**src/design/cit_consts.svh**
```systemverilog
// constants for the instruction timing decoder: bytes and cycles per form
`ifndef CIT_CONSTS_SVH
`define CIT_CONSTS_SVH

// ****************************************
// timing pairs, packed as {bytes[1:0], cycles[2:0]}
// ****************************************
`define CIT_T_MOV_A_REG       {2'h1, 3'h1}
`define CIT_T_MOV_A_DIR       {2'h2, 3'h2}
`define CIT_T_MOV_A_IND       {2'h1, 3'h2}
`define CIT_T_MOV_A_IMM       {2'h2, 3'h2}
`define CIT_T_MOV_REG_A       {2'h1, 3'h2}
`define CIT_T_MOV_REG_DIR     {2'h2, 3'h4}
`define CIT_T_MOV_REG_IMM     {2'h2, 3'h2}
`define CIT_T_MOV_DIR_A       {2'h2, 3'h3}
`define CIT_T_MOV_DIR_REG     {2'h2, 3'h3}
`define CIT_T_MOV_DIR_DIR     {2'h3, 3'h4}
`define CIT_T_MOV_DIR_IND     {2'h2, 3'h4}
`define CIT_T_MOV_DIR_IMM     {2'h3, 3'h3}
`define CIT_T_MOV_IND_A       {2'h1, 3'h3}
`define CIT_T_MOV_IND_DIR     {2'h2, 3'h3}
`define CIT_T_MOV_IND_IMM     {2'h2, 3'h3}
`define CIT_T_LOAD_DP         {2'h3, 3'h3}
`define CIT_T_CODE_READ       {2'h1, 3'h4}
`define CIT_T_AUX_MOVE        {2'h1, 3'h3}
`define CIT_T_PUSH            {2'h2, 3'h4}
`define CIT_T_POP             {2'h2, 3'h3}
`define CIT_T_XCH_REG         {2'h1, 3'h3}
`define CIT_T_XCH_DIR         {2'h2, 3'h4}
`define CIT_T_XCH_IND         {2'h1, 3'h4}
`define CIT_T_LOW_DIGIT_XCH   {2'h1, 3'h4}
`define CIT_T_ALU_REG         {2'h1, 3'h2}
`define CIT_T_ALU_DIR         {2'h2, 3'h3}
`define CIT_T_ALU_IND         {2'h1, 3'h3}
`define CIT_T_ALU_IMM         {2'h2, 3'h2}
`define CIT_T_INCDEC_A        {2'h1, 3'h2}
`define CIT_T_INCDEC_REG      {2'h1, 3'h3}
`define CIT_T_INCDEC_DIR      {2'h2, 3'h4}
`define CIT_T_INCDEC_IND      {2'h1, 3'h4}
`define CIT_T_INC_DP          {2'h1, 3'h1}
`define CIT_T_MUL             {2'h1, 3'h4}
`define CIT_T_DIV             {2'h1, 3'h5}
`define CIT_T_DEC_ADJ         {2'h1, 3'h4}
`define CIT_T_LOGIC_DIR_A     {2'h2, 3'h4}
`define CIT_T_LOGIC_DIR_IMM   {2'h3, 3'h4}
`define CIT_T_CLR_A           {2'h1, 3'h1}
`define CIT_T_CPL_A           {2'h1, 3'h2}
`define CIT_T_ROT_SWAP        {2'h1, 3'h1}
`define CIT_T_CARRY_OP        {2'h1, 3'h1}
`define CIT_T_BIT_OP          {2'h2, 3'h4}
`define CIT_T_BIT_TO_CARRY    {2'h2, 3'h3}
`define CIT_T_CARRY_TO_BIT    {2'h2, 3'h4}
`define CIT_T_JMP_FLAG        {2'h2, 3'h3}
`define CIT_T_JMP_BIT         {2'h3, 3'h4}
`define CIT_T_BIT_TEST_CLR    {2'h3, 3'h5}
`define CIT_T_CALL_ABS        {2'h2, 3'h6}
`define CIT_T_CALL_LONG       {2'h3, 3'h6}
`define CIT_T_RETURN          {2'h1, 3'h4}
`define CIT_T_JMP_ABS         {2'h2, 3'h3}
`define CIT_T_JMP_LONG        {2'h3, 3'h4}
`define CIT_T_JMP_SHORT       {2'h2, 3'h3}
`define CIT_T_JMP_IND         {2'h1, 3'h3}
`define CIT_T_CMP_MEM         {2'h3, 3'h5}
`define CIT_T_CMP_IMM         {2'h3, 3'h4}
`define CIT_T_DEC_BR_REG      {2'h2, 3'h4}
`define CIT_T_DEC_BR_DIR      {2'h3, 3'h5}
`define CIT_T_NOP             {2'h1, 3'h1}

// ****************************************
// misc
// ****************************************
`define CIT_T_NONE            {2'h1, 3'h0}
`define CIT_FETCH_RESET       16'h0000

`endif

```
**src/design/cit_pkg.sv**
```systemverilog
// types shared by the instruction timing decoder
package cit_pkg;

   // instruction forms; alu_* covers add, add-carry, sub-borrow, and, or, xor into acc
   typedef enum logic [5:0] {
      F_MOV_A_REG = 6'h00, F_MOV_A_DIR = 6'h01, F_MOV_A_IND = 6'h02, F_MOV_A_IMM = 6'h03,
      F_MOV_REG_A = 6'h04, F_MOV_REG_DIR = 6'h05, F_MOV_REG_IMM = 6'h06,
      F_MOV_DIR_A = 6'h07, F_MOV_DIR_REG = 6'h08, F_MOV_DIR_DIR = 6'h09,
      F_MOV_DIR_IND = 6'h0a, F_MOV_DIR_IMM = 6'h0b, F_MOV_IND_A = 6'h0c,
      F_MOV_IND_DIR = 6'h0d, F_MOV_IND_IMM = 6'h0e, F_LOAD_DP = 6'h0f,
      F_CODE_READ = 6'h10, F_AUX_MOVE = 6'h11, F_PUSH = 6'h12, F_POP = 6'h13,
      F_XCH_REG = 6'h14, F_XCH_DIR = 6'h15, F_XCH_IND = 6'h16, F_LOW_DIGIT_XCH = 6'h17,
      F_ALU_REG = 6'h18, F_ALU_DIR = 6'h19, F_ALU_IND = 6'h1a, F_ALU_IMM = 6'h1b,
      F_INCDEC_A = 6'h1c, F_INCDEC_REG = 6'h1d, F_INCDEC_DIR = 6'h1e,
      F_INCDEC_IND = 6'h1f, F_INC_DP = 6'h20, F_MUL = 6'h21, F_DIV = 6'h22,
      F_DEC_ADJ = 6'h23, F_LOGIC_DIR_A = 6'h24, F_LOGIC_DIR_IMM = 6'h25,
      F_CLR_A = 6'h26, F_CPL_A = 6'h27, F_ROT_SWAP = 6'h28, F_CARRY_OP = 6'h29,
      F_BIT_OP = 6'h2a, F_BIT_TO_CARRY = 6'h2b, F_CARRY_TO_BIT = 6'h2c,
      F_JMP_FLAG = 6'h2d, F_JMP_BIT = 6'h2e, F_BIT_TEST_CLR = 6'h2f,
      F_CALL_ABS = 6'h30, F_CALL_LONG = 6'h31, F_RETURN = 6'h32, F_JMP_ABS = 6'h33,
      F_JMP_LONG = 6'h34, F_JMP_SHORT = 6'h35, F_JMP_IND = 6'h36, F_CMP_MEM = 6'h37,
      F_CMP_IMM = 6'h38, F_DEC_BR_REG = 6'h39, F_DEC_BR_DIR = 6'h3a, F_NOP = 6'h3b
   } cit_form_e;

   typedef struct packed {
      logic [1:0] len;
      logic [2:0] cyc;
   } cit_timing_s;

   typedef enum logic [2:0] {
      ST_IDLE  = 3'h1,
      ST_EXEC  = 3'h2,
      ST_FAULT = 3'h4
   } cit_state_e;

endpackage

```
**src/design/cit_seq_if.sv**
```systemverilog
// carrier between the timing decoder and its cycle sequencer
`timescale 1ns/1ps
`default_nettype none
interface cit_seq_if;
   logic       load;
   logic [2:0] load_cycles;
   logic [2:0] rem_r;
   logic [2:0] rem_nxt;

   modport ctrl (output load, output load_cycles, input rem_r, input rem_nxt);
   modport seq  (input load, input load_cycles, output rem_r, output rem_nxt);
endinterface
`default_nettype wire

```
**src/design/cit_cycle_seq.sv**
```systemverilog
// down-counter of execution cycles left in the current instruction
`timescale 1ns/1ps
`default_nettype none
module cit_cycle_seq (
   input  wire logic sys_clk,
   input  wire logic reset_n,
   cit_seq_if.seq    sq
);

   // ****************************************
   // count
   // ****************************************
   // one count per clock edge, no multi-clock machine cycle
   always_comb begin
      if (sq.load) begin
         sq.rem_nxt = sq.load_cycles;
      end else if (sq.rem_r != 3'h0) begin
         sq.rem_nxt = sq.rem_r - 3'h1; // [RQ19]
      end else begin
         sq.rem_nxt = 3'h0;
      end
   end

   always_ff @(posedge sys_clk or negedge reset_n) begin
      if (!reset_n) begin
         sq.rem_r <= 3'h0;
      end else begin
         sq.rem_r <= sq.rem_nxt;
      end
   end

endmodule
`default_nettype wire

```
**src/design/cit_top.sv**
```systemverilog
// instruction length and execution-cycle timing decoder of the one-clock core
//
// Contract
// RQ1: external ram moves unsupported; aux ram only
// RQ2: aux ram moves: one byte, three cycles
// RQ3: reg to acc 1/1; acc to reg 1/2
// RQ4: code byte read: one byte, four cycles
// RQ5: data_pointer constant load: three bytes, three cycles
// RQ6: direct to direct move: three bytes, four cycles
// RQ7: add/addc/subb: reg,imm two; dir,ind three cycles
// RQ8: logic to direct: four cycles; 2 or 3 bytes
// RQ9: rotates, swap, clear one cycle; complement two
// RQ10: push 2/4, pop 2/3
// RQ11: exchange reg three; direct/indirect/low digit four
// RQ12: bit into carry 2/3; carry into bit four
// RQ13: carry or acc branches: two bytes, three cycles
// RQ14: bit branches 3/4; test-and-clear five cycles
// RQ15: calls six cycles; returns one byte, four
// RQ16: jumps 2/3, long 3/4, indirect 1/3
// RQ17: compare branch: memory five, immediate four cycles
// RQ18: decrement branch: reg 2/4, direct 3/5
// RQ19: cycles are system clocks, one per edge
`timescale 1ns/1ps
`default_nettype none
`include "cit_consts.svh"
module cit_top (
   input  wire logic              sys_clk,
   input  wire logic              reset_n,
   input  wire logic              instr_valid,
   input  wire cit_pkg::cit_form_e instr_form,
   input  wire logic              ext_ram_sel,
   input  wire logic              branch_taken,
   input  wire logic [15:0]       branch_target,
   output logic                   issue_ready_r,
   output logic                   exec_busy_r,
   output logic                   retire_r,
   output logic                   fault_r,
   output logic [1:0]             instr_len_r,
   output logic [2:0]             exec_cycles_r,
   output logic [15:0]            fetch_addr_r
);

   // ****************************************
   // decode
   // ****************************************
   cit_pkg::cit_timing_s timing;
   logic                 supported;
   logic                 accept;
   cit_pkg::cit_state_e  state_r;
   cit_pkg::cit_state_e  state_nxt;

   cit_seq_if seq_bus ();

   always_comb begin
      timing    = `CIT_T_NONE;
      supported = 1'b1;
      case (instr_form)
         cit_pkg::F_MOV_A_REG:     timing = `CIT_T_MOV_A_REG;     // [RQ3]
         cit_pkg::F_MOV_A_DIR:     timing = `CIT_T_MOV_A_DIR;
         cit_pkg::F_MOV_A_IND:     timing = `CIT_T_MOV_A_IND;
         cit_pkg::F_MOV_A_IMM:     timing = `CIT_T_MOV_A_IMM;
         cit_pkg::F_MOV_REG_A:     timing = `CIT_T_MOV_REG_A;     // [RQ3]
         cit_pkg::F_MOV_REG_DIR:   timing = `CIT_T_MOV_REG_DIR;
         cit_pkg::F_MOV_REG_IMM:   timing = `CIT_T_MOV_REG_IMM;
         cit_pkg::F_MOV_DIR_A:     timing = `CIT_T_MOV_DIR_A;
         cit_pkg::F_MOV_DIR_REG:   timing = `CIT_T_MOV_DIR_REG;
         cit_pkg::F_MOV_DIR_DIR:   timing = `CIT_T_MOV_DIR_DIR;   // [RQ6]
         cit_pkg::F_MOV_DIR_IND:   timing = `CIT_T_MOV_DIR_IND;
         cit_pkg::F_MOV_DIR_IMM:   timing = `CIT_T_MOV_DIR_IMM;
         cit_pkg::F_MOV_IND_A:     timing = `CIT_T_MOV_IND_A;
         cit_pkg::F_MOV_IND_DIR:   timing = `CIT_T_MOV_IND_DIR;
         cit_pkg::F_MOV_IND_IMM:   timing = `CIT_T_MOV_IND_IMM;
         cit_pkg::F_LOAD_DP:       timing = `CIT_T_LOAD_DP;       // [RQ5]
         cit_pkg::F_CODE_READ:     timing = `CIT_T_CODE_READ;     // [RQ4]
         cit_pkg::F_AUX_MOVE: begin
            // only the on-chip aux ram answers; an external target has no bus
            if (ext_ram_sel) begin
               timing    = `CIT_T_NONE;                          // [RQ1]
               supported = 1'b0;
            end else begin
               timing = `CIT_T_AUX_MOVE;                         // [RQ2]
            end
         end
         cit_pkg::F_PUSH:          timing = `CIT_T_PUSH;          // [RQ10]
         cit_pkg::F_POP:           timing = `CIT_T_POP;           // [RQ10]
         cit_pkg::F_XCH_REG:       timing = `CIT_T_XCH_REG;       // [RQ11]
         cit_pkg::F_XCH_DIR:       timing = `CIT_T_XCH_DIR;       // [RQ11]
         cit_pkg::F_XCH_IND:       timing = `CIT_T_XCH_IND;       // [RQ11]
         cit_pkg::F_LOW_DIGIT_XCH: timing = `CIT_T_LOW_DIGIT_XCH; // [RQ11]
         cit_pkg::F_ALU_REG:       timing = `CIT_T_ALU_REG;       // [RQ7]
         cit_pkg::F_ALU_DIR:       timing = `CIT_T_ALU_DIR;       // [RQ7]
         cit_pkg::F_ALU_IND:       timing = `CIT_T_ALU_IND;       // [RQ7]
         cit_pkg::F_ALU_IMM:       timing = `CIT_T_ALU_IMM;       // [RQ7]
         cit_pkg::F_INCDEC_A:      timing = `CIT_T_INCDEC_A;
         cit_pkg::F_INCDEC_REG:    timing = `CIT_T_INCDEC_REG;
         cit_pkg::F_INCDEC_DIR:    timing = `CIT_T_INCDEC_DIR;
         cit_pkg::F_INCDEC_IND:    timing = `CIT_T_INCDEC_IND;
         cit_pkg::F_INC_DP:        timing = `CIT_T_INC_DP;
         cit_pkg::F_MUL:           timing = `CIT_T_MUL;
         cit_pkg::F_DIV:           timing = `CIT_T_DIV;
         cit_pkg::F_DEC_ADJ:       timing = `CIT_T_DEC_ADJ;
         cit_pkg::F_LOGIC_DIR_A:   timing = `CIT_T_LOGIC_DIR_A;   // [RQ8]
         cit_pkg::F_LOGIC_DIR_IMM: timing = `CIT_T_LOGIC_DIR_IMM; // [RQ8]
         cit_pkg::F_CLR_A:         timing = `CIT_T_CLR_A;         // [RQ9]
         cit_pkg::F_CPL_A:         timing = `CIT_T_CPL_A;         // [RQ9]
         cit_pkg::F_ROT_SWAP:      timing = `CIT_T_ROT_SWAP;      // [RQ9]
         cit_pkg::F_CARRY_OP:      timing = `CIT_T_CARRY_OP;
         cit_pkg::F_BIT_OP:        timing = `CIT_T_BIT_OP;
         cit_pkg::F_BIT_TO_CARRY:  timing = `CIT_T_BIT_TO_CARRY;  // [RQ12]
         cit_pkg::F_CARRY_TO_BIT:  timing = `CIT_T_CARRY_TO_BIT;  // [RQ12]
         cit_pkg::F_JMP_FLAG:      timing = `CIT_T_JMP_FLAG;      // [RQ13]
         cit_pkg::F_JMP_BIT:       timing = `CIT_T_JMP_BIT;       // [RQ14]
         cit_pkg::F_BIT_TEST_CLR:  timing = `CIT_T_BIT_TEST_CLR;  // [RQ14]
         cit_pkg::F_CALL_ABS:      timing = `CIT_T_CALL_ABS;      // [RQ15]
         cit_pkg::F_CALL_LONG:     timing = `CIT_T_CALL_LONG;     // [RQ15]
         cit_pkg::F_RETURN:        timing = `CIT_T_RETURN;        // [RQ15]
         cit_pkg::F_JMP_ABS:       timing = `CIT_T_JMP_ABS;       // [RQ16]
         cit_pkg::F_JMP_LONG:      timing = `CIT_T_JMP_LONG;      // [RQ16]
         cit_pkg::F_JMP_SHORT:     timing = `CIT_T_JMP_SHORT;     // [RQ16]
         cit_pkg::F_JMP_IND:       timing = `CIT_T_JMP_IND;       // [RQ16]
         cit_pkg::F_CMP_MEM:       timing = `CIT_T_CMP_MEM;       // [RQ17]
         cit_pkg::F_CMP_IMM:       timing = `CIT_T_CMP_IMM;       // [RQ17]
         cit_pkg::F_DEC_BR_REG:    timing = `CIT_T_DEC_BR_REG;    // [RQ18]
         cit_pkg::F_DEC_BR_DIR:    timing = `CIT_T_DEC_BR_DIR;    // [RQ18]
         cit_pkg::F_NOP:           timing = `CIT_T_NOP;
         default: begin
            // unused form codes are refused like an external move
            timing    = `CIT_T_NONE;
            supported = 1'b0;
         end
      endcase
   end

   // ****************************************
   // issue and sequencing
   // ****************************************
   // issue is open in the last cycle too, so instructions run back to back
   assign accept              = instr_valid && issue_ready_r;
   assign seq_bus.load        = accept && supported;
   assign seq_bus.load_cycles = timing.cyc;

   cit_cycle_seq u_seq (
      .sys_clk (sys_clk),
      .reset_n (reset_n),
      .sq      (seq_bus.seq)
   );

   always_comb begin
      state_nxt = state_r;
      case (state_r)
         cit_pkg::ST_IDLE, cit_pkg::ST_EXEC, cit_pkg::ST_FAULT: begin
            if (accept && !supported) begin
               state_nxt = cit_pkg::ST_FAULT;                   // [RQ1]
            end else if (seq_bus.rem_nxt != 3'h0) begin
               state_nxt = cit_pkg::ST_EXEC;                    // [RQ19]
            end else begin
               state_nxt = cit_pkg::ST_IDLE;
            end
         end
         default: state_nxt = cit_pkg::ST_IDLE;
      endcase
   end

   always_ff @(posedge sys_clk or negedge reset_n) begin
      if (!reset_n) begin
         state_r <= cit_pkg::ST_IDLE;
      end else begin
         state_r <= state_nxt;
      end
   end

   // ****************************************
   // status outputs; ready, busy and retire registered from next-state terms
   // ****************************************
   always_ff @(posedge sys_clk or negedge reset_n) begin
      if (!reset_n) begin
         issue_ready_r <= 1'b1;
         exec_busy_r   <= 1'b0;
         retire_r      <= 1'b0;
      end else begin
         issue_ready_r <= (seq_bus.rem_nxt <= 3'h1);             // [RQ19]
         exec_busy_r   <= (seq_bus.rem_nxt != 3'h0);
         retire_r      <= (seq_bus.rem_nxt == 3'h1);
      end
   end

   always_ff @(posedge sys_clk or negedge reset_n) begin
      if (!reset_n) begin
         fault_r <= 1'b0;
      end else begin
         fault_r <= accept && !supported;                       // [RQ1]
      end
   end

   always_ff @(posedge sys_clk or negedge reset_n) begin
      if (!reset_n) begin
         instr_len_r   <= 2'h0;
         exec_cycles_r <= 3'h0;
      end else if (accept) begin
         instr_len_r   <= timing.len;
         exec_cycles_r <= timing.cyc;
      end
   end

   // ****************************************
   // fetch address
   // ****************************************
   // refused moves still step over their one byte so fetch does not stall
   always_ff @(posedge sys_clk or negedge reset_n) begin
      if (!reset_n) begin
         fetch_addr_r <= `CIT_FETCH_RESET;
      end else if (accept) begin
         if (branch_taken && supported) begin
            fetch_addr_r <= branch_target;
         end else begin
            fetch_addr_r <= fetch_addr_r + {14'h0000, timing.len};
         end
      end
   end

endmodule
`default_nettype wire

```
**config.mk**
```make
export PLATFORM = sky130hd
export DESIGN_NAME = cit_top
export DESIGN_NICKNAME = d
export VERILOG_FILES = /design/src/design/cit_pkg.sv /design/src/design/cit_seq_if.sv /design/src/design/cit_cycle_seq.sv /design/src/design/cit_top.sv
export VERILOG_INCLUDE_DIRS = /design/src /design/src/design
export SDC_FILE = /design/constraint.sdc
export NUM_CORES = 1
export LEC_CHECK = 0
export BUFFER_PORTS_ARGS = -buffer_cell sky130_fd_sc_hd__buf_4
export CAP_MARGIN = 5
export CELL_PAD_IN_SITES_DETAIL_PLACEMENT = 0
export CELL_PAD_IN_SITES_GLOBAL_PLACEMENT = 2
export CORE_ASPECT_RATIO = 2
export CORE_UTILIZATION = 29
export DETAILED_ROUTE_END_ITERATION = 10
export HOLD_SLACK_MARGIN = 0.05
export PLACE_DENSITY = 0.72
export SLEW_MARGIN = 20
export SYNTH_ARGS = -nofsm -noshare
export SYNTH_HDL_FRONTEND = slang
export SYNTH_SLANG_ARGS = --single-unit
```
**constraint.sdc**
```tcl
create_clock -name sys_clk -period 3 [get_ports sys_clk]
set_input_delay 0.3 -clock sys_clk [delete_from_list [all_inputs] [get_ports sys_clk]]
set_output_delay 0.3 -clock sys_clk [all_outputs]
set_load 0.03 [all_outputs]
```
==> flow_metrics.env, run 1 <==
export IMPL_die_height_um=136
export IMPL_ys_seq_area_frac=0.271
export IMPL_syn_inst=305
export IMPL_synth_ff_type="dfrtp_1"
export IMPL_multi_input_area_mm2=0.00166
export IMPL_async_reset_ff_frac=1.00
export IMPL_cp_num_buf_inv=2
export IMPL_drt_wl_total_um=8420
export IMPL_path_class="in2reg"
export IMPL_path_delay_family="simple AND/OR/NAND/NOR gates"
export IMPL_diodes=0
export IMPL_start_util=0.300
export IMPL_globalplace_congestion=0.881
export IMPL_numClockSinks=28
export IMPL_synth_warnings=0
export IMPL_p_per_area_mw_per_mm2=755
export IMPL_finalCritPeriodShare=0.988
export IMPL_drc_errors=0
export IMPL_synth_fp_nets=337
export IMPL_max_vdd_ir_drop_v=0.000217
export IMPL_p_leak_nw=1.53
export IMPL_max_slew_worst_pin_slew_ns=0.627
export IMPL_outcome="complete, no violations"
export IMPL_core_area_mm2=0.00865
export IMPL_vias=2666
export IMPL_drv_slew=0
export IMPL_grt_max_degree=29
export IMPL_die_x_um=68.8
export IMPL_rows=48
export IMPL_setup_tns_ns=0
export IMPL_cp_cell_sequence="buf_8 -> nand2b_4 -> a21oi_2 -> a31oi_1 -> a221o_1 -> a221oi_2 -> inv_1 -> fa_2 -> nand4b_1 -> nor3_4 -> nand2_1 -> or3_1 -> a22oi_2 -> a311o_1"
export IMPL_cts_clk_slew_worst_paths_ns=0.07
export IMPL_clockBufferDepth=2
export IMPL_cts_tree="done"
export IMPL_cp_required_ns=3.20
export IMPL_antenna_found_initial=0
export IMPL_cts_root_buf="clkbuf_16"
export IMPL_setup_viol=0
export IMPL_postRouteAntennaNets=0
export IMPL_viasPerCell=5.40
export IMPL_final_min_clock_period_ns=2.96
export IMPL_whs_ns=0.271
export IMPL_crit_arrival_ns=3.17
export IMPL_startpoint_type="input port"
export IMPL_die_area_mm2=0.00934
export IMPL_cp_end_kind="register"
export IMPL_port_buffers=51
export IMPL_grt_pass1_wl_um=13000
export IMPL_finalClockSkew_ns=0.00297
export IMPL_cp_slowest_stage_delay_ns=0.39
export IMPL_syn_area_per_cell_um2=8.50
export IMPL_hold_class="in2reg"
export IMPL_cap_violations=0
export IMPL_slowest_stage="or3_1"
export IMPL_max_freq_ghz=0.337
export IMPL_finalHoldViolCount=0
export IMPL_seq_area_um2=702
export IMPL_nets=427
export IMPL_ios=52
export IMPL_area_growth_pct=33.6
export IMPL_grt_overflow=0
export IMPL_cp_max_fo=5
export IMPL_place_area_mm2=0.00328
export IMPL_drive_gt1_frac=0.365
export IMPL_utilization=0.400
export IMPL_hpwlAfterDp_um=6640
export IMPL_synth_edf_count=0
export IMPL_rsz0062_at_grt="yes"
export IMPL_first_global_vias=2634
export IMPL_post_drt_wl_per_cell_um=17.0
export IMPL_firstDrtPassIters=4
export IMPL_synth_area_mm2=0.00259
export IMPL_grtUsageTotal=0.188
export IMPL_numCtsBuffers=3
export IMPL_total_power_mw=2.61
export IMPL_max_slew_margin=0.578
export IMPL_num_fill_cells=917
export IMPL_clk_latency_ns=0.27
export IMPL_finalInstanceArea_mm2=0.00346
export IMPL_drt_iter0_markers=144
export IMPL_h_tree_depth=1
export IMPL_ys_types=74
export IMPL_synth_seq_cells=28
[routing by layer]
metal  global-route usage  part of all wire
met3               0.0109             0.035
met5                    0                 0
met2                0.360              0.55
met1                0.185              0.36
met4                0.104             0.047
[worst register-to-register path, stage by stage, from the launching register on]
cell      delay (ns)
dfrtp_1         0.39
ha_2            0.19
inv_1           0.05
fa_2            0.33
nand4b_1        0.30
nor3_4          0.29
nand2_1         0.09
or3_1           0.39
a22oi_2         0.12
a311o_1         0.13
[state kept, by name, indices dropped and copies added, names as in the netlist]
register	flops
fetch_addr_r	16
retire_r	1
exec_busy_r	1
u_seq.sq.rem_r	3
issue_ready_r	1
exec_cycles_r	3
instr_len_r	2
fault_r	1
[final timing paths]
check	from	endpoint	slack [ns]	cells after the start
worst min-delay path	branch_target[7]	fetch_addr_r[7]	0.27	2
worst max-delay path	instr_form[0]	fetch_addr_r[12]	0.04	14
max in group asynchronous	reset_n	issue_ready_r	2.19	2
worst min register to register	exec_cycles_r[0]	exec_cycles_r[0]	0.49	2
worst max register to register	fetch_addr_r[0]	fetch_addr_r[12]	0.64	9
min in group asynchronous	reset_n	fetch_addr_r[9]	0.49	2
[cell usage in the layout (no fill, tap or decap), types with 3 or more instances in the layout]
master	netlist	layout
nand4_1	4	4
mux2i_1	3	3
nand2_1	39	39
nor2_1	23	22
buf_4	0	105
clkbuf_16	0	3
a311o_1	12	12
inv_1	12	12
o311ai_0	3	3
a211oi_1	3	3
nor3_1	6	5
a22oi_1	15	14
dfrtp_1	27	27
o211ai_1	4	4
and2_1	12	12
a21oi_1	13	11
buf_6	6	3
a31oi_1	4	4
o21ai_0	12	11
o22ai_1	4	3
ha_1	4	3
nand3_1	7	7
or3_1	8	8
or2_2	3	3
nand2b_1	7	5
[synthesized netlist by cell type, drive strengths merged (4+ instances only)]
| cell | number | area (µm²) |
|---|---|---|
| buf | 12 | 106 |
| ha | 4 | 50.1 |
| o211ai | 4 | 30.0 |
| inv | 12 | 45.0 |
| or3 | 9 | 57.6 |
| a31oi | 4 | 25.0 |
| and2 | 14 | 90.1 |
| o22ai | 4 | 25.0 |
| a22oi | 15 | 113 |
| nand4 | 4 | 25.0 |
| o21ai | 13 | 65.1 |
| nand2 | 39 | 146 |
| nand3 | 7 | 35.0 |
| nand2b | 7 | 43.8 |
| dfrtp | 27 | 676 |
| clkbuf | 13 | 139 |
| a21oi | 13 | 65.1 |
| nor2 | 24 | 97.6 |
| a311o | 12 | 120 |
| or2 | 4 | 25.0 |
| nor3 | 7 | 40.0 |
[final cells by class]
class | count | area share
clock buffer | 4 | 0.0228
inverter | 12 | 0.0130
multi-input combinational | 240 | 0.480
sequential | 28 | 0.203
tap | 100 | 0.0362
timing repair buffer | 110 | 0.245
[cells by family after synthesis]
logic type / Yosys count / synth area share
muxes: 4 / 0.0159
DFF: 28 / 0.271
buffers and inverters: 37 / 0.112
and+or+nand+nor: 133 / 0.274
xor gates and xnor gates: 3 / 0.0130
AOI/OAI and AO/OA: 93 / 0.279
adders and majority gates: 7 / 0.0352
[timing repair]
item | CTS | global route
buffers inserted | 0 | 4
hold buffers | 1 | 0
resized for setup | 0 | 16
hold endpoints to repair | 27 | 0
setup endpoints to repair | 0 | 5
[per-stage QoR]
stage / setup slack [ns] / instances
5_1_grt: -0.119 / 494
4_1_cts: 0.0287 / 490
3_3_place_gp: -0.160 / 485
6_report: 0.0353 / 494
2_1_floorplan: -0.0166 / 305
3_5_place_dp: -0.232 / 485
[power by group]
group / switching [mW] / internal, mW
combinational: 0.865 / 0.686
clock: 0.136 / 0.183
sequential: 0.187 / 0.557
Note: power is estimated with default switching activity, not from simulation.
==> run 2, diff against run 1 <==
--- a/config.mk
+++ b/config.mk
@@ -11,10 +11,10 @@
 export CELL_PAD_IN_SITES_DETAIL_PLACEMENT = 0
 export CELL_PAD_IN_SITES_GLOBAL_PLACEMENT = 2
 export CORE_ASPECT_RATIO = 2
-export CORE_UTILIZATION = 29
+export CORE_UTILIZATION = 33
 export DETAILED_ROUTE_END_ITERATION = 10
 export HOLD_SLACK_MARGIN = 0.05
-export PLACE_DENSITY = 0.72
+export PLACE_DENSITY = 0.81
 export SLEW_MARGIN = 20
 export SYNTH_ARGS = -nofsm -noshare
 export SYNTH_HDL_FRONTEND = slang
==> run 2 against run 1 <==
  * Die area decreased by 12%
  * Register-to-register slack improved by 0.04 ns
  * Non-clock buffer count down 4
  * Final cell count decreased by 2.0%
  * Clock-buffer cell count down 1
  * Maximum frequency grew 0.11%
  * Clock skew is 0.00080 ns lower
  * Sequential power about the same
  * Critical path depth stayed put
  * Flip-flop and latch count stayed put
  * Sequential share of layout area is essentially flat
  * Combinational power barely moved
  * Largest cell class unchanged
==> flow_metrics.env, run 2 (synthesis gave the netlist of run 1 again) <==
export IMPL_cap_violations=0
export IMPL_max_slew_worst_pin_slew_ns=0.733
export IMPL_h_tree_depth=1
export IMPL_whs_ns=0.269
export IMPL_holdCritStartpoint="branch_target[5]"
export IMPL_vias=2720
export IMPL_core_area_mm2=0.00760
export IMPL_port_buffers=51
export IMPL_path_class="in2reg"
export IMPL_hold_class="in2reg"
export IMPL_numCtsBuffers=3
export IMPL_total_power_mw=2.69
export IMPL_numClockSinks=28
export IMPL_regMostFlops="fetch_addr_r"
export IMPL_path_delay_family="simple AND/OR/NAND/NOR gates"
export IMPL_startpoint_type="input port"
export IMPL_largest_reg_flops=16
export IMPL_die_height_um=127
export IMPL_final_cell_mix="buf_4, nand2_1, dfrtp_1, nor2_1"
export IMPL_postRouteAntennaNets=0
export IMPL_ios=52
export IMPL_rows=45
export IMPL_max_vdd_ir_drop_v=0.000250
export IMPL_grt_pass1_wl_um=12900
export IMPL_die_x_um=64.7
export IMPL_cp_slowest_stage_delay_ns=0.39
export IMPL_slowest_stage="or3_1"
export IMPL_crit_arrival_ns=3.17
export IMPL_top_regs="fetch_addr_r: 16 flops, exec_cycles_r: 3 flops, u_seq.sq.rem_r: 3 flops"
export IMPL_drive_gt1_frac=0.369
export IMPL_hpwlAfterDp_um=6270
export IMPL_drt_wl_total_um=8210
export IMPL_cp_num_buf_inv=2
export IMPL_clk_latency_ns=0.27
export IMPL_die_area_mm2=0.00823
export IMPL_grtUsageTotal=0.205
export IMPL_firstDrtPassIters=4
export IMPL_drt_iter0_markers=175
export IMPL_area_growth_pct=33.5
export IMPL_post_drt_wl_per_cell_um=17.0
export IMPL_finalHoldViolCount=0
export IMPL_outcome="complete, no violations"
export IMPL_grt_max_degree=29
export IMPL_cp_max_fo=4
export IMPL_setup_viol=0
export IMPL_cp_cell_sequence="buf_8 -> nand2b_4 -> a21oi_2 -> a31oi_1 -> a221o_1 -> a221oi_2 -> inv_1 -> fa_2 -> nand4b_1 -> nor3_4 -> nand2_1 -> or3_1 -> a22oi_2 -> a311o_1"
export IMPL_drv_slew=0
export IMPL_cp_required_ns=3.21
export IMPL_worstReg2RegStart="fetch_addr_r[0]"
export IMPL_finalCritPeriodShare=0.987
export IMPL_viasPerCell=5.62
export IMPL_cts_tree="done"
export IMPL_nets=423
export IMPL_antenna_found_initial=0
export IMPL_max_slew_margin=0.512
export IMPL_drc_errors=0
export IMPL_final_common_cell="buf_4"
export IMPL_p_per_area_mw_per_mm2=778
export IMPL_globalplace_congestion=0.901
export IMPL_cp_end_kind="register"
export IMPL_finalClockSkew_ns=0.00217
export IMPL_start_util=0.341
export IMPL_rsz0062_at_grt="yes"
export IMPL_first_global_vias=2596
export IMPL_max_freq_ghz=0.338
export IMPL_grt_overflow=0
export IMPL_cts_clk_slew_worst_paths_ns=0.07
export IMPL_clockBufferDepth=2
export IMPL_final_min_clock_period_ns=2.96
export IMPL_diodes=0
export IMPL_cts_root_buf="clkbuf_16"
export IMPL_p_leak_nw=1.53
export IMPL_crit_start="instr_form[0]"
[run 2: where the power goes]
group          internal [mW]  total, mW  switching (mW)
clock network          0.266      0.403           0.137
logic                  0.679       1.54           0.861
registers              0.557      0.747           0.190
total                   1.50       2.69            1.19
[run 2: layout make-up]
type / instances / area, µm²
Clock buffer: 3 / 75.1
Clock inverter: 1 / 30.0
Multi-Input combinational cell: 240 / 1670
Tap cell: 94 / 118
Fill cell: 795 / 4140
Timing Repair Buffer: 106 / 817
Sequential cell: 28 / 702
Inverter: 12 / 45.0
[run 2: repair_timing]
| item | 4_1_cts | 5_1_grt |
|---|---|---|
| gates resized for setup | 0 | 17 |
| hold endpoints to repair | 27 | 0 |
| endpoints found under the setup margin | 0 | 2 |
| buffers inserted | 0 | 5 |
| hold buffers | 1 | 0 |
[run 2: final timing paths]
kind                                         end  slack [ns]  cells past startpoint
min in group asynchronous        fetch_addr_r[9]        0.48                      2
worst max register to register  fetch_addr_r[12]        0.68                      9
worst min-delay path             fetch_addr_r[5]        0.27                      2
worst max-delay path            fetch_addr_r[12]        0.04                     14
max in group asynchronous          issue_ready_r        2.19                      2
worst min register to register  exec_cycles_r[0]        0.48                      2
[run 2: metrics by stage]
| stage | instance area [µm²] | utilization | instances | setup TNS [ns] | setup slack, ns |
|---|---|---|---|---|---|
| finish | 3460 | 0.455 | 484 | 0 | 0.0385 |
| global route | 3460 | 0.455 | 484 | -0.149 | -0.0867 |
| CTS | 3350 | 0.441 | 479 | 0 | 0.0995 |
| detailed placement | 3240 | 0.426 | 474 | -0.529 | -0.183 |
| global placement | 3240 | 0.426 | 474 | -0.439 | -0.151 |
| floorplan | 2650 | - | 305 | -0.0256 | -0.0166 |
[run 2: worst reg2reg max path, cell delays in order (launching register included)]
cell      delay, ns
dfrtp_1        0.39
ha_2           0.19
inv_1          0.05
fa_2           0.33
nand4b_1       0.28
nor3_4         0.28
nand2_1        0.09
or3_1          0.39
a22oi_2        0.12
a311o_1        0.13
[run 2: metal layers]
metal  GRT usage  up-vias  wire, µm
li1            -     1306         -
met1       0.214     1321      2910
met2       0.398       77      4770
met3     0.00982       16       238
met4       0.105        0       294
met5           0        -         0
